===== config.mk =====
export PLATFORM = sky130hd
export DESIGN_NAME = vco_band_automatic_band_calibration_controller
export DESIGN_NICKNAME = d
export VERILOG_FILES = /design/src/include/vco_cal_pkg.sv /design/src/hdl/vco_band_automatic_band_calibration_controller.sv /design/src/hdl/vco_link_serializer.sv
export SDC_FILE = /design/constraint.sdc
export NUM_CORES = 1
export LEC_CHECK = 0
export BUFFER_PORTS_ARGS = -buffer_cell sky130_fd_sc_hd__buf_2
export CORE_MARGIN = 2
export CORE_UTILIZATION = 50
export CTS_CLUSTER_SIZE = 12
export DETAILED_ROUTE_END_ITERATION = 6
export PLACE_DENSITY_LB_ADDON = 0.1
export SETUP_SLACK_MARGIN = 0.3
export SYNTH_ARGS = -nofsm -noshare
export SYNTH_HDL_FRONTEND = slang
export SYNTH_SLANG_ARGS = --single-unit

===== constraint.sdc =====
create_clock -name i_ref_clk -period 7.78 [get_ports i_ref_clk]
set_input_delay 1.167 -clock i_ref_clk [delete_from_list [all_inputs] [get_ports i_ref_clk]]
set_output_delay 1.167 -clock i_ref_clk [all_outputs]
set_load 0.05 [all_outputs]

===== src/include/vco_cal_pkg.sv =====
package vco_cal_pkg;

   // register port geometry
   localparam int DW = 24;
   localparam int AW = 5;

   // register offsets
   localparam logic [4:0] REG_REF_DIV   = 5'h02;
   localparam logic [4:0] REG_INT       = 5'h03;
   localparam logic [4:0] REG_FRAC      = 5'h04;
   localparam logic [4:0] REG_FWD       = 5'h05;
   localparam logic [4:0] REG_MODE      = 5'h06;
   localparam logic [4:0] REG_LOCK_CFG  = 5'h07;
   localparam logic [4:0] REG_CAL_CFG   = 5'h0a;
   localparam logic [4:0] REG_READBACK  = 5'h10;

   // field positions
   localparam int MODE_FRAC_BIT   = 11;
   localparam int LOCK_RELOCK_BIT = 13;
   localparam int CAL_DIS_BIT     = 11;
   localparam int CAL_N_LSB       = 0;
   localparam int CAL_K_LSB       = 6;
   localparam int CAL_M_LSB       = 13;
   localparam int RB_BUSY_BIT     = 8;
   localparam int RB_LOCK_BIT     = 9;
   localparam int INT_W           = 19;

   // forwarding word: [2:0] subsystem id, [6:3] vco register, [15:7] data
   localparam int FWD_ID_LSB   = 0;
   localparam int FWD_REG_LSB  = 3;
   localparam int FWD_DATA_LSB = 7;
   localparam int LINK_BITS    = 16;

   // vco subsystem registers
   localparam logic [3:0] VREG_SWITCH = 4'h0;
   localparam logic [3:0] VREG_DIV    = 4'h2;
   localparam logic [3:0] VREG_CFG    = 4'h3;
   localparam int         DIV_GAIN_LSB = 6;
   localparam logic [5:0] DIV_MAX      = 6'h3e;

   // calibration search
   localparam int        SW_BITS   = 5;
   localparam logic [9:0] WAIT_UNIT = 10'h080;

   // values after reset
   localparam logic [23:0] RST_REF_DIV  = 24'h00_0001;
   localparam logic [23:0] RST_INT      = 24'h00_0000;
   localparam logic [23:0] RST_FRAC     = 24'h00_0000;
   localparam logic [23:0] RST_FWD      = 24'h00_0000;
   localparam logic [23:0] RST_MODE     = 24'h00_0000;
   localparam logic [23:0] RST_LOCK_CFG = 24'h00_0000;
   localparam logic [23:0] RST_CAL_CFG  = 24'h00_0000;
   localparam logic [5:0]  RST_DIV      = 6'h01;

   typedef enum logic [2:0] {
      CAL_IDLE    = 3'b000,
      CAL_SEND    = 3'b001,
      CAL_WAIT    = 3'b010,
      CAL_MEASURE = 3'b011,
      CAL_DECIDE  = 3'b100,
      CAL_FINAL   = 3'b101,
      CAL_LOAD    = 3'b110
   } cal_state_e;

endpackage


===== src/hdl/vco_band_automatic_band_calibration_controller.sv =====
// Strobed register access and the placing of the registers were chosen for this implementation.
`timescale 1ns/100ps
// Behaviour
// - calibration picks the capacitor sub-band on each integer write in integer mode, or on each fractional write in fractional mode, unless disabled
// - host may write vco switch settings directly through the forwarding register
// - other vco control bits travel through the same forwarding register
// - calibration holds tuning at mid-point and searches the closest switch setting
// - with calibration enabled, one calibration run per frequency change
// - calibration switch frames keep the forwarding register subsystem address
// - auto-relock set and lock lost: rerun calibration to relock
// - relock attempted only once per lock failure
// - selected switch setting readable in 8-bit read-back after each calibration
// - manual switch writes take effect immediately
// - calibration disabled: integer and fractional writes load immediately
// - calibration disabled: each forwarded value updates the vco at once, except an illegal divider ratio, which leaves the ratio unchanged
// - each forwarded transfer takes 16 link clock cycles
// - vco modes: fundamental, divide by 1 or even up to 62, doubler
// - two-bit output gain field in vco divider register
// - fractional mode: fractional write starts calibration, loads after it ends
// - calibration clock is reference divided by 2^m, m in 0,2,4,5
// - rewriting the same frequency reruns calibration, same final frequency
module vco_band_automatic_band_calibration_controller (
   // clock and reset
   input  wire logic        i_ref_clk,
   input  wire logic        i_rst_b,
   // register port
   input  wire logic [4:0]  i_addr,
   input  wire logic [23:0] i_wdata,
   input  wire logic        i_wr,
   input  wire logic        i_rd,
   output logic      [23:0] o_rdata,
   // analog loop
   input  wire logic        i_lock_detect,
   input  wire logic        i_vco_edge,
   output logic             o_vtune_hold,
   output logic      [18:0] o_int_active,
   output logic      [23:0] o_frac_active,
   output logic             o_cal_busy,
   // vco subsystem
   output logic             o_vco_link_clock,
   output logic             o_vco_link_data,
   output logic             o_vco_link_sel_b,
   output logic      [5:0]  o_out_div_ratio,
   output logic      [1:0]  o_out_gain,
   output logic             o_doubler_en
);

   // register file
   logic [23:0] ref_div_q, int_q, frac_q, fwd_q, mode_q, lock_cfg_q, cal_cfg_q;
   logic [7:0]  switch_q;
   logic [23:0] rdata_d;

   // decode
   logic wr_ref, wr_int, wr_frac, wr_fwd, wr_mode, wr_lock, wr_cal;
   assign wr_ref  = i_wr && (i_addr == vco_cal_pkg::REG_REF_DIV);
   assign wr_int  = i_wr && (i_addr == vco_cal_pkg::REG_INT);
   assign wr_frac = i_wr && (i_addr == vco_cal_pkg::REG_FRAC);
   assign wr_fwd  = i_wr && (i_addr == vco_cal_pkg::REG_FWD);
   assign wr_mode = i_wr && (i_addr == vco_cal_pkg::REG_MODE);
   assign wr_lock = i_wr && (i_addr == vco_cal_pkg::REG_LOCK_CFG);
   assign wr_cal  = i_wr && (i_addr == vco_cal_pkg::REG_CAL_CFG);

   // configuration fields
   logic       frac_mode, cal_dis, relock_en;
   logic [2:0] cal_n;
   logic [1:0] cal_k, cal_m;
   assign frac_mode = mode_q[vco_cal_pkg::MODE_FRAC_BIT];
   assign cal_dis   = cal_cfg_q[vco_cal_pkg::CAL_DIS_BIT];
   assign relock_en = lock_cfg_q[vco_cal_pkg::LOCK_RELOCK_BIT];
   assign cal_n     = cal_cfg_q[vco_cal_pkg::CAL_N_LSB +: 3];
   assign cal_k     = cal_cfg_q[vco_cal_pkg::CAL_K_LSB +: 2];
   assign cal_m     = cal_cfg_q[vco_cal_pkg::CAL_M_LSB +: 2];

   // calibration state
   vco_cal_pkg::cal_state_e state_q, state_d;
   logic [7:0]  sel_q, trial;
   logic [2:0]  bit_idx_q;
   logic [9:0]  wait_q;
   logic [31:0] win_q, meas_q;
   logic        cal_pend_q, cal_req_q;
   logic        host_pend_q;
   logic [15:0] host_word_q, fly_word_q;
   logic        fly_cal_q;
   logic        lock_s1_q, lock_s2_q, armed_q;
   logic [4:0]  div_cnt_q;

   // fsm clock tick, reference divided by 2^m
   logic [4:0] tick_mask;
   logic       tick;
   assign tick_mask = (cal_m == 2'h0) ? 5'h00 :
                      (cal_m == 2'h1) ? 5'h03 :
                      (cal_m == 2'h2) ? 5'h0f : 5'h1f;
   assign tick = ((div_cnt_q & tick_mask) == tick_mask);

   // frequency write triggers
   logic freq_trig, relock_fire, cal_start;
   assign freq_trig = !cal_dis && ((wr_frac && frac_mode)
                                || (wr_int && !frac_mode));
   assign relock_fire = relock_en && !cal_dis && armed_q && !lock_s2_q
                        && (state_q == vco_cal_pkg::CAL_IDLE) && !cal_pend_q;
   assign cal_start = cal_pend_q && (state_q == vco_cal_pkg::CAL_IDLE);

   // expected vco count over the window: floor(N * 2^n)
   logic [49:0] n_full;
   logic [31:0] expect_cnt, win_len;
   assign n_full     = {7'h00, int_q[vco_cal_pkg::INT_W-1:0], frac_q} << cal_n;
   assign expect_cnt = 32'(n_full >> 24);
   assign win_len    = {8'h00, ref_div_q} << cal_n;

   // search trial and link frames
   logic [15:0] cal_word, link_word;
   logic        link_busy, link_done, link_start, send_host;
   assign trial    = sel_q | (8'h01 << bit_idx_q);
   assign cal_word = {1'b0, ((state_q == vco_cal_pkg::CAL_FINAL) ? sel_q : trial),
                      vco_cal_pkg::VREG_SWITCH,
                      fwd_q[vco_cal_pkg::FWD_ID_LSB +: 3]};
   assign send_host  = host_pend_q && !link_busy;
   assign link_start = !link_busy && (host_pend_q || cal_req_q);
   assign link_word  = host_pend_q ? host_word_q : cal_word;

   // frame arriving at the vco
   logic [3:0] fly_reg;
   logic [8:0] fly_data;
   logic       div_legal;
   assign fly_reg   = fly_word_q[vco_cal_pkg::FWD_REG_LSB +: 4];
   assign fly_data  = fly_word_q[vco_cal_pkg::FWD_DATA_LSB +: 9];
   assign div_legal = (fly_data[5:0] == 6'h01)
                   || (!fly_data[0] && fly_data[5:0] != 6'h00
                       && fly_data[5:0] <= vco_cal_pkg::DIV_MAX);

   // read mux
   assign rdata_d = !i_rd ? 24'h00_0000 :
      (i_addr == vco_cal_pkg::REG_REF_DIV)  ? ref_div_q :
      (i_addr == vco_cal_pkg::REG_INT)      ? int_q :
      (i_addr == vco_cal_pkg::REG_FRAC)     ? frac_q :
      (i_addr == vco_cal_pkg::REG_FWD)      ? fwd_q :
      (i_addr == vco_cal_pkg::REG_MODE)     ? mode_q :
      (i_addr == vco_cal_pkg::REG_LOCK_CFG) ? lock_cfg_q :
      (i_addr == vco_cal_pkg::REG_CAL_CFG)  ? cal_cfg_q :
      (i_addr == vco_cal_pkg::REG_READBACK) ?
         {14'h0000, lock_s2_q, o_cal_busy, switch_q} : 24'h00_0000;

   // calibration sequencing
   always_comb begin
      state_d = state_q;
      unique case (state_q)
         vco_cal_pkg::CAL_IDLE: begin
            if (cal_start) begin
               state_d = vco_cal_pkg::CAL_SEND;
            end
         end
         vco_cal_pkg::CAL_SEND: begin
            if (link_done && fly_cal_q) begin
               state_d = vco_cal_pkg::CAL_WAIT;
            end
         end
         vco_cal_pkg::CAL_WAIT: begin
            if (wait_q == 10'h000) begin
               state_d = vco_cal_pkg::CAL_MEASURE;
            end
         end
         vco_cal_pkg::CAL_MEASURE: begin
            if (win_q <= 32'h0000_0001) begin
               state_d = vco_cal_pkg::CAL_DECIDE;
            end
         end
         vco_cal_pkg::CAL_DECIDE: begin
            state_d = (bit_idx_q == 3'h0) ? vco_cal_pkg::CAL_FINAL : vco_cal_pkg::CAL_SEND;
         end
         vco_cal_pkg::CAL_FINAL: begin
            if (link_done && fly_cal_q) begin
               state_d = vco_cal_pkg::CAL_LOAD;
            end
         end
         vco_cal_pkg::CAL_LOAD: begin
            state_d = vco_cal_pkg::CAL_IDLE;
         end
         default: begin
            state_d = vco_cal_pkg::CAL_IDLE;
         end
      endcase
   end

   // host registers
   always_ff @(posedge i_ref_clk or negedge i_rst_b) begin
      if (!i_rst_b) begin
         ref_div_q  <= vco_cal_pkg::RST_REF_DIV;
         int_q      <= vco_cal_pkg::RST_INT;
         frac_q     <= vco_cal_pkg::RST_FRAC;
         fwd_q      <= vco_cal_pkg::RST_FWD;
         mode_q     <= vco_cal_pkg::RST_MODE;
         lock_cfg_q <= vco_cal_pkg::RST_LOCK_CFG;
         cal_cfg_q  <= vco_cal_pkg::RST_CAL_CFG;
         o_rdata    <= 24'h00_0000;
      end else begin
         if (wr_ref)  ref_div_q  <= i_wdata;
         if (wr_int)  int_q      <= i_wdata;
         if (wr_frac) frac_q     <= i_wdata;
         if (wr_fwd)  fwd_q      <= i_wdata;
         if (wr_mode) mode_q     <= i_wdata;
         if (wr_lock) lock_cfg_q <= i_wdata;
         if (wr_cal)  cal_cfg_q  <= i_wdata;
         o_rdata <= rdata_d;
      end
   end

   // active frequency words toward prescaler and modulator
   always_ff @(posedge i_ref_clk or negedge i_rst_b) begin
      if (!i_rst_b) begin
         o_int_active  <= 19'h0_0000;
         o_frac_active <= 24'h00_0000;
      end else if (state_q == vco_cal_pkg::CAL_LOAD) begin
         o_int_active  <= int_q[vco_cal_pkg::INT_W-1:0];
         o_frac_active <= frac_q;
      end else if (cal_dis) begin
         if (wr_int)  o_int_active  <= i_wdata[vco_cal_pkg::INT_W-1:0];
         if (wr_frac) o_frac_active <= i_wdata;
      end
   end

   // forwarding queue; a host frame takes the link ahead of a search frame
   always_ff @(posedge i_ref_clk or negedge i_rst_b) begin
      if (!i_rst_b) begin
         host_pend_q <= 1'b0;
         host_word_q <= 16'h0000;
         fly_word_q  <= 16'h0000;
         fly_cal_q   <= 1'b0;
         div_cnt_q   <= 5'h00;
      end else begin
         div_cnt_q <= div_cnt_q + 5'h01;
         if (wr_fwd) begin
            host_pend_q <= 1'b1;
            host_word_q <= i_wdata[15:0];
         end else if (send_host) begin
            host_pend_q <= 1'b0;
         end
         if (link_start) begin
            fly_word_q <= link_word;
            fly_cal_q  <= !host_pend_q;
         end
      end
   end

   // vco subsystem shadow, updated when a host frame completes; the switch copy is also loaded from the search at calibration load
   always_ff @(posedge i_ref_clk or negedge i_rst_b) begin
      if (!i_rst_b) begin
         switch_q        <= 8'h00;
         o_out_div_ratio <= vco_cal_pkg::RST_DIV;
         o_out_gain      <= 2'h0;
         o_doubler_en    <= 1'b0;
      end else if (link_done) begin
         if (fly_reg == vco_cal_pkg::VREG_SWITCH && !fly_cal_q) begin
            switch_q <= fly_data[7:0];
         end
         if (fly_reg == vco_cal_pkg::VREG_DIV) begin
            if (div_legal) begin
               o_out_div_ratio <= fly_data[5:0];
            end
            o_out_gain <= fly_data[vco_cal_pkg::DIV_GAIN_LSB +: 2];
         end
         if (fly_reg == vco_cal_pkg::VREG_CFG) begin
            o_doubler_en <= fly_data[0];
         end
      end else if (state_q == vco_cal_pkg::CAL_LOAD) begin
         switch_q <= sel_q;
      end
   end

   // lock detect synchroniser and single relock arming
   always_ff @(posedge i_ref_clk or negedge i_rst_b) begin
      if (!i_rst_b) begin
         lock_s1_q <= 1'b0;
         lock_s2_q <= 1'b0;
         armed_q   <= 1'b0;
      end else begin
         lock_s1_q <= i_lock_detect;
         lock_s2_q <= lock_s1_q;
         if (relock_fire) begin
            armed_q <= 1'b0;
         end else if (lock_s2_q) begin
            armed_q <= 1'b1;
         end
      end
   end

   // successive approximation search
   always_ff @(posedge i_ref_clk or negedge i_rst_b) begin
      if (!i_rst_b) begin
         state_q      <= vco_cal_pkg::CAL_IDLE;
         cal_pend_q   <= 1'b0;
         cal_req_q    <= 1'b0;
         sel_q        <= 8'h00;
         bit_idx_q    <= 3'h0;
         wait_q       <= 10'h000;
         win_q        <= 32'h0000_0000;
         meas_q       <= 32'h0000_0000;
         o_vtune_hold <= 1'b0;
         o_cal_busy   <= 1'b0;
      end else begin
         state_q    <= state_d;
         cal_pend_q <= freq_trig || relock_fire || (cal_pend_q && !cal_start);
         o_cal_busy <= (state_d != vco_cal_pkg::CAL_IDLE);
         if (link_start && !host_pend_q) begin
            cal_req_q <= 1'b0;
         end
         unique case (state_q)
            vco_cal_pkg::CAL_IDLE: begin
               if (cal_start) begin
                  sel_q        <= 8'h00;
                  bit_idx_q    <= 3'(vco_cal_pkg::SW_BITS - 1);
                  cal_req_q    <= 1'b1;
                  o_vtune_hold <= 1'b1;
               end
            end
            vco_cal_pkg::CAL_SEND: begin
               wait_q <= vco_cal_pkg::WAIT_UNIT * {8'h00, cal_k};
            end
            vco_cal_pkg::CAL_WAIT: begin
               if (tick && wait_q != 10'h000) begin
                  wait_q <= wait_q - 10'h001;
               end
               win_q  <= win_len;
               meas_q <= 32'h0000_0000;
            end
            vco_cal_pkg::CAL_MEASURE: begin
               win_q <= win_q - 32'h0000_0001;
               if (i_vco_edge) begin
                  meas_q <= meas_q + 32'h0000_0001;
               end
            end
            vco_cal_pkg::CAL_DECIDE: begin
               // more capacitance lowers the frequency: keep the bit unless too slow
               if (meas_q >= expect_cnt) begin
                  sel_q <= trial;
               end
               if (bit_idx_q != 3'h0) begin
                  bit_idx_q <= bit_idx_q - 3'h1;
               end
               cal_req_q <= 1'b1;
            end
            vco_cal_pkg::CAL_FINAL: begin
            end
            vco_cal_pkg::CAL_LOAD: begin
               o_vtune_hold <= 1'b0;
            end
            default: begin
            end
         endcase
      end
   end

   vco_link_serializer u_link (
      .i_ref_clk    (i_ref_clk),
      .i_rst_b      (i_rst_b),
      .i_tick       (tick),
      .i_start      (link_start),
      .i_word       (link_word),
      .o_busy       (link_busy),
      .o_done       (link_done),
      .o_link_clock (o_vco_link_clock),
      .o_link_data  (o_vco_link_data),
      .o_link_sel_b (o_vco_link_sel_b)
   );

endmodule


===== src/hdl/vco_link_serializer.sv =====
`timescale 1ns/100ps
module vco_link_serializer (
   // clock and reset
   input  wire logic        i_ref_clk,
   input  wire logic        i_rst_b,
   // frame request
   input  wire logic        i_tick,
   input  wire logic        i_start,
   input  wire logic [15:0] i_word,
   output logic             o_busy,
   output logic             o_done,
   // serial link
   output logic             o_link_clock,
   output logic             o_link_data,
   output logic             o_link_sel_b
);

   logic [15:0] shift_q;
   logic [3:0]  bit_q;
   logic        phase_q;
   logic        last_bit;

   assign last_bit = (bit_q == 4'(vco_cal_pkg::LINK_BITS - 1));

   // msb first, data changes on the falling link edge
   always_ff @(posedge i_ref_clk or negedge i_rst_b) begin
      if (!i_rst_b) begin
         shift_q      <= 16'h0000;
         bit_q        <= 4'h0;
         phase_q      <= 1'b0;
         o_busy       <= 1'b0;
         o_done       <= 1'b0;
         o_link_clock <= 1'b0;
         o_link_data  <= 1'b0;
         o_link_sel_b <= 1'b1;
      end else begin
         o_done <= 1'b0;
         if (i_start && !o_busy) begin
            shift_q      <= i_word;
            bit_q        <= 4'h0;
            phase_q      <= 1'b0;
            o_busy       <= 1'b1;
            o_link_sel_b <= 1'b0;
            o_link_clock <= 1'b0;
            o_link_data  <= i_word[15];
         end else if (o_busy && i_tick) begin
            phase_q      <= !phase_q;
            o_link_clock <= !phase_q;
            if (phase_q) begin
               if (last_bit) begin
                  o_busy       <= 1'b0;
                  o_done       <= 1'b1;
                  o_link_sel_b <= 1'b1;
               end else begin
                  bit_q       <= bit_q + 4'h1;
                  shift_q     <= {shift_q[14:0], 1'b0};
                  o_link_data <= shift_q[14];
               end
            end
         end
      end
   end

endmodule


# Word level (Yosys, flattened, before mapping)
# Cells that the tools add are included.
[totals]
reg_bits = 409
latchBits = 0
mem_bits_rw = 0
romBits = 0
inputBits = 35
out_inout_bits = 81
elab_cells = 234
n_memories = 0
[op_classes]
n_addsub = 6
multipliers = 0
n_div = 0
n_lt_le_gt_ge = 3
n_eq_ne = 28
shift = 3
muxes = 76
bitwise_logic = 2
n_reduce_logical = 77
[op_table]
columns = ["cell", "count"]
rows = [
  ["24-bit 2-to-1 mux", 11],
  ["32-bit case mux with 2 select lines", 2],
  ["15-bit 2-to-1 mux", 4],
  ["19-bit 2-to-1 mux", 3],
  ["43-bit by 3-bit << shifter with 50-bit output", 1],
  ["8-bit 2-to-1 mux", 6],
  ["32-bit by 1-bit adder with 32-bit output (second input constant)", 1],
  ["32-bit by 26-bit greater-or-equal comparator with 1-bit output", 1],
  ["32-bit by 1-bit less-or-equal comparator with 1-bit output (second input constant)", 1],
  ["32-bit 2-to-1 mux", 1],
  ["24-bit by 3-bit << shifter with 32-bit output", 1],
  ["32-bit by 1-bit subtractor with 32-bit output (second input constant)", 1],
  ["1-bit logical AND", 27],
  ["2-bit nonzero test", 13],
  ["1-bit 2-to-1 mux", 25],
  ["3-bit 2-to-1 mux", 8],
  ["5-bit by 3-bit equality test with 1-bit output (second input constant)", 4],
  ["10-bit 2-to-1 mux", 2],
  ["10-bit case mux with 2 select lines", 1],
  ["3-bit case mux with 6 select lines", 1],
  ["16-bit 2-to-1 mux", 1],
  ["4-bit 2-to-1 mux", 4],
  ["8-bit case mux with 2 select lines", 1],
  ["2-bit AND reduction", 8],
  ["34 further kinds", 67],
]

# Logic depth before layout (Yosys ltp)
# Gate-level depths: netlist (run 1).
[logic_depth]
word_depth = 10
ltp_mapped = 14
mapped_depth_nobuf = 10

# Hierarchy
# A second synthesis (run 1) with hierarchy kept.
[unflattened]
hier_cells = 1860
hier_area_um2 = 20282.0
[by_module_without_submodules]
columns = ["mod", "instances", "cells_each", "area_per_inst_um2", "seq_area_each_um2"]
rows = [
  ["vco_band_automatic_band_calibration_controller", 1, 1769, 19170.9, 9161.3],
  ["vco_link_serializer", 1, 91, 1111.1, 601.8],
]

# Worst setup path before layout (run 1)
# No wires, ideal clock.
[synth_path]
path_type = "register to register"
start = "reg cal_cfg_q[0]"
end = "reg sel_q[6]"
setup_ns = 0.121
arrival_time_ns = 3.299
t_required_ns = 7.659
slack_ns = 4.360
stages_incl_launch_ff = 15
path_buffers = 5
synth_period_minus_slack_ns = 3.420
cell_sequence = "dfrtp_1 buf_2 buf_2 buf_2 buf_2 buf_2 a211oi_1 a21oi_1 a32oi_1 ha_1 and4_1 and2_1 a221oi_1 nor3_1 a22o_1"
[synth_between]
elab_chain_len = 4
[synth_lines]
columns = ["item", "line", "rtl"]
rows = [
  ["start: declaration", "vco_band_automatic_band_calibration_controller.sv:49", "logic [23:0] ref_div_q, int_q, frac_q, fwd_q, mode_q, lock_cfg_q, cal_cfg_q;"],
  ["start signal: assignment", "vco_band_automatic_band_calibration_controller.sv:193", "cal_cfg_q <= vco_cal_pkg::RST_CAL_CFG;"],
  ["start signal: assignment", "vco_band_automatic_band_calibration_controller.sv:202", "if (wr_cal) cal_cfg_q <= i_wdata;"],
  ["43-bit by 3-bit << shifter with 50-bit output", "vco_band_automatic_band_calibration_controller.sv:106", "assign n_full = {7'h00, int_q[vco_cal_pkg::INT_W-1:0], frac_q} << cal_n;"],
  ["32-bit by 26-bit greater-or-equal comparator with 1-bit output", "vco_band_automatic_band_calibration_controller.sv:333", "if (meas_q >= expect_cnt) begin"],
  ["2-bit != test (no source line)", "--", ""],
  ["3-bit AND reduction (no source line)", "--", ""],
  ["end signal: assignment", "vco_band_automatic_band_calibration_controller.sv:334", "sel_q <= trial;"],
  ["end: declaration", "vco_band_automatic_band_calibration_controller.sv:76", "logic [7:0] sel_q, trial;"],
]
# Every way passes these cells.
# A chain may end at the register's enable or synchronous reset.

# Worst setup path after layout (run 1)
[layout_path]
start = "reg cal_cfg_q[1]"
end = "reg sel_q[6]"
# Same word-level chain as after synthesis.

==> results of run 1 <==
-- per-stage QoR --
| step | area, sq um | hold WS [ns] | util (%) |
|---|---|---|---|
| 4_1_cts | 22500 | 0.352 | 56.6 |
| 3_3_place_gp | 21100 | 0.335 | 52.9 |
| 2_1_floorplan | 20200 | 0.331 | - |
| 3_5_place_dp | 21100 | 0.339 | 52.9 |
| 6_report | 22500 | 0.352 | 56.6 |
| 5_1_grt | 22500 | 0.365 | 56.6 |
-- cell families after synthesis --
kind of cell | Yosys count | share of synthesized area [%]
AND/OR/NAND/NOR | 499 | 12.3
AO/OA/AOI/OAI | 409 | 13.5
flip-flops | 390 | 48.3
multiplexers | 337 | 19.4
buffers and inverters | 171 | 3.30
adder cells (fa/ha/maj) | 37 | 2.29
XOR/XNOR | 22 | 0.953
-- flip-flops by register name, indices dropped and copies added (netlist names), 10 cells and up --
register and count:
cal_cfg_q 24, fly_word_q 12, frac_q 24, fwd_q 24, int_q 24, lock_cfg_q 24, meas_q 32, mode_q 24
o_frac_active 24, o_int_active 19, o_rdata 24, ref_div_q 24, u_link.shift_q 15, wait_q 10, win_q 32
-- power groups by stage --
| stage | Clock, mW | Sequential [mW] | Combinational (mW) |
|---|---|---|---|
| after global routing | 2.22 | 2.79 | 2.50 |
| after global placement | 0 | 2.76 | 2.21 |
| after detailed placement | 0 | 2.77 | 2.25 |
| after floorplan | 0 | 2.68 | 1.78 |
| after CTS | 2.14 | 2.74 | 2.26 |
| final | 2.10 | 2.74 | 2.27 |
-- worst register-to-register path: cells and delay by family (launching register included) --
| family | cells | cell delay (ns) |
|---|---|---|
| and+or+nand+nor | 2 | 0.61 |
| buffers and inverters | 2 | 1.02 |
| AOI/OAI and AO/OA | 4 | 1.75 |
| adders and majority gates | 1 | 0.34 |
| DFF | 1 | 0.34 |
-- synthesized netlist by cell type (4+ instances only) --
cell type	count	area share (%)
sky130_fd_sc_hd__a211oi_1	14	0.52
sky130_fd_sc_hd__a21o_1	8	0.30
sky130_fd_sc_hd__a21oi_1	72	1.8
sky130_fd_sc_hd__a221o_1	10	0.49
sky130_fd_sc_hd__a221oi_1	17	0.74
sky130_fd_sc_hd__a222oi_1	23	1.1
sky130_fd_sc_hd__a22o_1	43	1.9
sky130_fd_sc_hd__a31oi_1	23	0.71
sky130_fd_sc_hd__and2_1	8	0.25
sky130_fd_sc_hd__and3_1	9	0.28
sky130_fd_sc_hd__and4_1	7	0.30
sky130_fd_sc_hd__buf_1	18	0.33
sky130_fd_sc_hd__buf_2	14	0.35
sky130_fd_sc_hd__clkbuf_1	114	2.1
sky130_fd_sc_hd__dfrtp_1	387	48
sky130_fd_sc_hd__ha_1	37	2.3
sky130_fd_sc_hd__inv_1	23	0.43
sky130_fd_sc_hd__mux2_2	192	11
sky130_fd_sc_hd__mux2i_1	119	5.9
sky130_fd_sc_hd__mux4_2	25	2.8
sky130_fd_sc_hd__nand2_1	204	3.8
sky130_fd_sc_hd__nand2b_1	11	0.34
sky130_fd_sc_hd__nand3_1	42	1.0
sky130_fd_sc_hd__nand4_1	19	0.59
sky130_fd_sc_hd__nand4b_1	4	0.17
sky130_fd_sc_hd__nor2_1	78	1.4
sky130_fd_sc_hd__nor2b_1	18	0.56
sky130_fd_sc_hd__nor3_1	27	0.67
sky130_fd_sc_hd__nor4_1	18	0.56
sky130_fd_sc_hd__nor4b_1	5	0.22
sky130_fd_sc_hd__o211ai_1	13	0.48
sky130_fd_sc_hd__o21ai_0	129	3.2
sky130_fd_sc_hd__o22ai_1	14	0.43
sky130_fd_sc_hd__o2bb2ai_1	5	0.22
sky130_fd_sc_hd__o311ai_0	5	0.22
sky130_fd_sc_hd__o31ai_1	7	0.26
sky130_fd_sc_hd__or3_1	22	0.68
sky130_fd_sc_hd__or4_1	8	0.30
sky130_fd_sc_hd__xnor2_1	20	0.87
-- layout make-up --
| class | instances | share of cell area [%] |
|---|---|---|
| inverter | 23 | 0.383 |
| clock inverter | 10 | 0.622 |
| sequential | 390 | 43.3 |
| timing repair buffer | 135 | 3.32 |
| clock buffer | 68 | 5.86 |
| tap | 525 | 2.91 |
| multi-input combinational | 1304 | 43.6 |
-- layer usage --
metal  track usage (%)  up-vias  wire length [microns]
met5                 0        -                      0
met4              9.40        0                   1760
met3              5.97       97                   3910
met2              41.8      479                  25800
met1              39.8     7760                  25900
li1                  -     7009                      -
-- how the worst max path moves through the flow --
| stage | startpoint | to | slack, ns | cells past startpoint |
|---|---|---|---|---|
| finish | cal_cfg_q[1]$_DFFE_PN0P_ | sel_q[6]$_DFFE_PN0P_ | 3.59 | 9 |
| global placement | cal_cfg_q[1]$_DFFE_PN0P_ | sel_q[6]$_DFFE_PN0P_ | 3.54 | 9 |
| CTS | cal_cfg_q[1]$_DFFE_PN0P_ | sel_q[6]$_DFFE_PN0P_ | 3.58 | 10 |
| floorplan | cal_cfg_q[0]$_DFFE_PN0P_ | sel_q[6]$_DFFE_PN0P_ | 4.36 | 14 |
| global route | cal_cfg_q[1]$_DFFE_PN0P_ | sel_q[6]$_DFFE_PN0P_ | 3.31 | 10 |
| detailed placement | i_addr[1] | lock_cfg_q[19]$_DFFE_PN0P_ | 3.48 | 5 |
==> summary by stage, run 1 <==
Status
The flow ran to the end, and the final reports show no timing, DRC or antenna violations.

Synthesis
The number of different library cells used by synthesis comes to 71. The share of synthesized registers carrying an async set or reset is 100%. For this run, the leading register cell type out of synthesis is sky130_fd_sc_hd__dfrtp_1. The netlist area before placement is 20,200 sq um.

The total nets after synthesis is 1,937. After synthesis the netlist holds a flip-flop and latch count of 390. Of the synthesized area, sequential elements account for 48.3%. For this run, the number of Yosys warnings is 0.

Each instance of the synthesized netlist takes up on average 10.8 sq um. The number of enable-type register cells in the synthesized netlist is 0. The cell count after synthesis came out at 1,865.

Pwr
Net switching is 35.3% of the power. The total power of the final layout is 7.11 mW. The worst voltage drop across the vdd grid is 0.188 mV.

Combinational cells account for 31.9% of the total power. Power spread over the standard cell area amounts to 316 nW/um^2. The power dissipated by switching net loads is 2.51 mW. The standby leakage power is 10.1 nW. The cell-internal power is 4.60 mW. The power share of the clock group is 29.5%.

The share of total power in sequential cells is 38.6%.

Cells and area
The fill cell instance count of the final layout is 3,505. The final cell count without fillers is 2,455. Leaving out fill and tap cells, the most frequent cells in the layout are 384 x sky130_fd_sc_hd__dfrtp_1, 204 x sky130_fd_sc_hd__nand2_1, 192 x sky130_fd_sc_hd__mux2_2. The proportion of layout cells with a drive suffix above 1 is 23.1%.

The area taken by multi-input logic gates is 9820 sq um. The register cell area after layout is 9770 sq um. The antenna cell count is 0. For this run, the post-layout net count is 1,970. Relative to the synthesized area, the layout overhead comes to 11.4%.

The commonest non-fill, non-tap cell in the layout is sky130_fd_sc_hd__dfrtp_1.

Clocking
The number of sinks driven by the clock tree is 390. Clock latency on the worst-skew pair, taken at its later pin, is 0.59 ns. Counting the buffers created by CTS gives 44. The clock slew at the register clock pins of the worst setup and hold paths is 0.06 ns. For this design, the CTS-stage hold fixing added 0 buffers. After clock tree synthesis, the repair step resized 0 gates.

The clock passes through at most 3 buffers. The count of H-tree levels built during CTS is 2. CTS placed an instance of sky130_fd_sc_hd__clkbuf_16 at the clock tree root. In this run the post-CTS setup repair buffer count came out at 0. The TritonCTS clock tree is built.

Placed design
The number of placed instances, taps included, is 2,377. The count of port buffers added during placement is 115. Routability-driven placement finished with a final weighted congestion of 0.895. The HPWL after detailed placement is 39,400 microns. The placement-stage worst setup slack is 3.48 ns.

Critical path
The family of cells with the greatest summed delay on the critical path is compound AO/OA/AOI/OAI gates. The largest single stage delay on the critical path is 0.64 ns. STA classifies the critical path startpoint as a register. The largest fanout of any net on the critical path is 60. The worst setup path is captured at a register.

The worst register-to-register path has a setup slack of 3.59 ns. The class of the most critical setup path is reg2reg. The capturing point of the worst reg2reg path is sel_q[6]$_DFFE_PN0P_. Data on the critical path is required at its endpoint by 8.25 ns. The startpoint of the worst-slack reg-to-reg timing path is cal_cfg_q[1]$_DFFE_PN0P_. Together, buffers and inverters on the worst path number 2. Counting cells, the worst reg-to-reg path comes to 9.

On the critical path, the stage with the largest delay is an instance of sky130_fd_sc_hd__o2111ai_1. At the worst endpoint, the arrival time is 4.65 ns. The critical path goes through buf_4 > inv_1 > nor2_1 > a32oi_1 > ha_1 > and4_1 > a2111oi_0 > o2111ai_1 > a22o_1.

Floorplan
For this configuration, the core starts out at a cell density of 50.8%. The core outline area is 39,800 sq um. The floorplan die width is 205 microns.

The die is 205 microns tall. The I/O pin total is 116. The row count is 73. The die covers 42,100 sq um.

GRT
Global routing consumed, over all layers together, 27.7% of the routing resources. The initial antenna violation count is 1. The via count of the first global-routing pass is 15,000. Entering global routing, the biggest net connects 182 pins. The total global routing overflow is 0. The first-pass GRT wire length is 89,500 microns.

Timing
Setup slack on the critical path of the routed design comes to 3.59 ns. The actual transition at the worst max-transition pin is 1.25 ns. The fmax is 239 MHz. The portion of the clock cycle consumed by the worst path in the final layout is 53.8%. The number of setup violations in the final report is 0.

The worst pin sits at a relative slew slack of 16.5%. Setup total negative slack on the finished layout was measured at 0 ns. The final count of hold timing violations is 0. The worst clock skew is 0.0275 ns. Setup repair after global routing left no endpoint under its margin.

The number of max-slew violations in the final report is 0. Counting I/O delays and the setup requirement, the final critical path takes 4.19 ns.

Job
Across the run, the number of max-cap violations was 0.

Routing
The total iterations of the first detailed-routing run is 7. The number of remaining DRC errors is 0. In this run the remaining antenna-violating nets after routing total 0. The routed layout has 15,300 vias. In the final routed layout, each cell accounts on average for 23.4 microns.

The DRC marker count from the first detailed-route iteration is 1,311. Dividing the detail-routed via count by the number of cells gives 6.25. The final wirelength is 57,400 microns.

Min path
The cell count of the worst hold path is 0. The worst hold path begins at lock_s1_q$_DFF_PN0_. The class of the worst hold path is reg2reg. For hold timing, the worst endpoint is lock_s2_q$_DFF_PN0_.
(Power assumes the default switching activity.)
==> inputs of run 2 (changes only) <==
==> constraint.sdc (replaced) <==
create_clock -name i_ref_clk -period 4.3 [get_ports i_ref_clk]
set_input_delay 0.645 -clock i_ref_clk [delete_from_list [all_inputs] [get_ports i_ref_clk]]
set_output_delay 0.645 -clock i_ref_clk [all_outputs]
set_load 0.05 [all_outputs]
==> run 2 against run 1 <==
  * The run now ends with design-rule violations left
  * Worst hold slack lost 0.25 ns
  * Critical path depth unchanged
  * Via count barely moved
  * Final cell count increased by 0.37%
  * Clock-buffer cell count fell by 3
  * Worst setup slack worse by 2.7 ns
  * Design area is 0.35% higher
  * Maximum frequency grew 23%
  * Critical endpoint unchanged
  * Total power up 79%
==> summary by stage, run 2 (synthesized netlist as in run 1, its figures left out) <==
Timing
The number of max-slew violations in the final report is 0 (unchanged). The portion of the clock cycle consumed by the worst path in the final layout was 79.4% (+26 points). The worst clock skew was 0.0186 ns (-0.00893 ns).

The actual transition at the worst max-transition pin is 1.25 ns (+0.00126 ns). The final count of hold timing violations is 0 (unchanged). The fmax is 293 MHz (+23%). The relative slew slack came to 16.5% (+0.021 points). The time the final worst path needs with I/O delays and setup is 3.41 ns (-0.772 ns). The number of setup violations in the final report was 0 (unchanged). The setup TNS is 0 ns (unchanged).

Setup repair after global routing left no endpoint under its margin. The worst setup slack after layout is 0.887 ns (-2.71 ns).

Clocking
The clock slew at the register clock pins of the worst setup and hold paths is 0.06 ns (about the same). The count of cells resized by post-cts repair is 0 (unchanged). The count of H-tree levels built during CTS is 2 (unchanged).

The total clock buffers created by CTS is 44 (unchanged). The clock root buffer is sky130_fd_sc_hd__clkbuf_16. The number of sinks driven by the clock tree is 390 (unchanged). The TritonCTS clock tree is built. The post-cts hold buffer count is 0 (unchanged). The buffer count from post-CTS setup fixing is 0 (unchanged). The clock latency on the worst-skew pair came to 0.59 ns (about the same). The maximum buffer depth of the clock tree came to 3 (unchanged).

Floorplan
The overall die area was 42,100 sq um (unchanged). The floorplan die width was 205 microns (unchanged). The I/O pin total is 116 (unchanged).

The row count came to 73 (unchanged). The initial core utilization is 50.8% (unchanged). The core outline area was 39,800 sq um (unchanged). The die height was 205 microns (unchanged).

Critical path
The length in cells of the worst reg-to-reg path is 9 (unchanged). The register-to-register path setup slack was 0.89 ns (-2.71 ns). The source of the critical timing path is cal_cfg_q[0]$_DFFE_PN0P_.

The biggest cell delay along the critical path is 0.80 ns (+0.16 ns). The depth of the critical timing path with buffers and inverters included is 9 (unchanged). The endpoint required time on the critical path is 4.77 ns (-3.48 ns). The worst setup path is captured at a register. In this run the critical register-to-register path is captured at sel_q[6]$_DFFE_PN0P_. The buffering stage count on the worst path with inverters included was 1 (-1). The setup path with the least slack is of type reg2reg. The critical path goes through mux4_2 > mux2i_1 > ha_1 > a21oi_1 > o21ai_0 > a2111oi_0 > o2111ai_1 > buf_4 > a22o_1. The largest fanout of any net on the critical path is 43 (-28%). Broken down by cell family, the worst path's largest delay share belongs to compound AO/OA/AOI/OAI gates.

The cell at the slowest stage of the critical path is sky130_fd_sc_hd__dfrtp_4. In this run the critical register-to-register path is launched from cal_cfg_q[0]$_DFFE_PN0P_. In this run the worst setup path terminates at sel_q[6]$_DFFE_PN0P_. The endpoint arrival time on the critical path was 3.89 ns (-0.76 ns). STA classifies the critical path startpoint as a register.

Cells and area
The area taken by multi-input logic gates was 9820 sq um (unchanged). The fill cell instance count of the final layout is 3,519 (+0.40%). The design area came to 22,600 sq um (+0.35%). The register cell area after layout is 9770 sq um (unchanged).

The proportion of layout cells with a drive suffix above 1 is 23.5% (+0.41 points). The antenna cell count was 0 (unchanged). The relative area change from synthesis to final layout is 11.8%.

The library cell used most frequently in the layout, excluding fill and tap cells, is sky130_fd_sc_hd__dfrtp_1. The library cells used most frequently in the layout, excluding fill and tap cells, are 384 x sky130_fd_sc_hd__dfrtp_1, 204 x sky130_fd_sc_hd__nand2_1, 192 x sky130_fd_sc_hd__mux2_2. In the final layout, the registers with the most flip-flops are meas_q x32, win_q x32. The number of nets in the layout is 1,985 (+0.76%).

Routing
The DRC marker count from the first detailed-route iteration came to 1,369 (+4.4%). The final wirelength is 57,300 microns (-0.21%). The total number of vias is 15,300 (-0.085%). The number of vias per cell is 6.22 (-0.45%). The final antenna-violating net count is 0 (unchanged). The number of remaining DRC errors came to 1 (+1). The detailed-route wire length per cell is 23.2 microns (-0.57%).

The total iterations of the first detailed-routing run is 7 (unchanged).

Placed design
The HPWL after detailed placement came to 40,100 microns (+1.7%). The count of port buffers added during placement is 115 (unchanged). The placement-stage worst setup slack is 0.824 ns (-2.66 ns).

The placed standard-cell area is 21,200 sq um (+0.71%). The final estimated routing congestion in global placement was 0.860 (-3.9%).

Min path
The class of the worst hold path is in2async.

GRT
The via count of the first global-routing pass is 14,700 (-1.7%). The maximum number of pins on one net before global-route repair is 107 (-41%). The initial antenna violation count was 0 (-1). The total global routing overflow is 0 (unchanged). The first-pass GRT wire length came to 89,400 microns (about the same). The combined global-route utilization of all metal layers came to 27.7% (about the same).

Pwr
The total power of the final layout is 12.8 mW (+79%). The standby leakage power is 10.2 nW (+0.47%). The worst voltage drop across the vdd grid was 0.301 mV (+60%). The power per cell area is 564 nW/um^2 (+79%).

Job
The max capacitance violation total is 0 (unchanged).

Status
The run finished, with violations left. The final reports fail on design-rule violations.
-- run 2: cell count changes in the layout (fill, tap and decap cells not counted), sizes merged --
cell,delta
bufinv,-1
clkinv,-2
clkbuf,-3
buf,+15
-- run 2: how the worst min path moves through the flow --
stage | to | slack (ns) | cells after the start
6_report | wait_q[4]$_DFFE_PN0P_ | 0.1 | 1
5_1_grt | lock_s1_q$_DFF_PN0_ | 0.14 | 1
4_1_cts | lock_s1_q$_DFF_PN0_ | 0.14 | 1
3_5_place_dp | lock_s2_q$_DFF_PN0_ | 0.33 | 0
3_3_place_gp | lock_s2_q$_DFF_PN0_ | 0.34 | 0
2_1_floorplan | lock_s2_q$_DFF_PN0_ | 0.33 | 0
-- run 2: power by group --
group / switching [mW] / leakage, nW / internal (mW)
Clock: 1.54 / 0.684 / 2.13
Combinational: 2.27 / 4.57 / 1.87
Sequential: 0.720 / 4.93 / 4.24
-- run 2: layer usage --
metal	wire [microns]	up-vias	track usage, %
met2	25900	480	41.9
met1	26500	7748	41.0
met3	3380	80	5.00
li1	-	7024	-
met5	0	-	0
met4	1470	0	7.68
-- run 2: final cells by class --
cell class,count,share of cell area [%]
well taps,525,2.90
repair buffers,150,3.97
clock buffers,65,5.70
clock inverters,7,0.443
flip-flops and latches,390,43.2
multi-input cells,1304,43.4
inverters,23,0.382
-- run 2: worst reg2reg max path, cell delays in order (launching register included) --
cell                        delay (ns)
sky130_fd_sc_hd__dfrtp_4          0.80
sky130_fd_sc_hd__mux4_2           0.61
sky130_fd_sc_hd__mux2i_1          0.19
sky130_fd_sc_hd__ha_1             0.27
sky130_fd_sc_hd__a21oi_1          0.18
sky130_fd_sc_hd__o21ai_0          0.10
sky130_fd_sc_hd__a2111oi_0        0.50
sky130_fd_sc_hd__o2111ai_1        0.20
sky130_fd_sc_hd__buf_4            0.23
sky130_fd_sc_hd__a22o_1           0.25
-- run 2: stage by stage --
| step | hold WS [ns] | utilization [%] | instances |
|---|---|---|---|
| 2_1_floorplan | 0.331 | - | 1865 |
| 3_3_place_gp | 0.336 | 53.3 | 2392 |
| 3_5_place_dp | 0.335 | 53.3 | 2392 |
| 4_1_cts | 0.139 | 56.8 | 2464 |
| 5_1_grt | 0.143 | 56.8 | 2464 |
| 6_report | 0.0996 | 56.8 | 2464 |
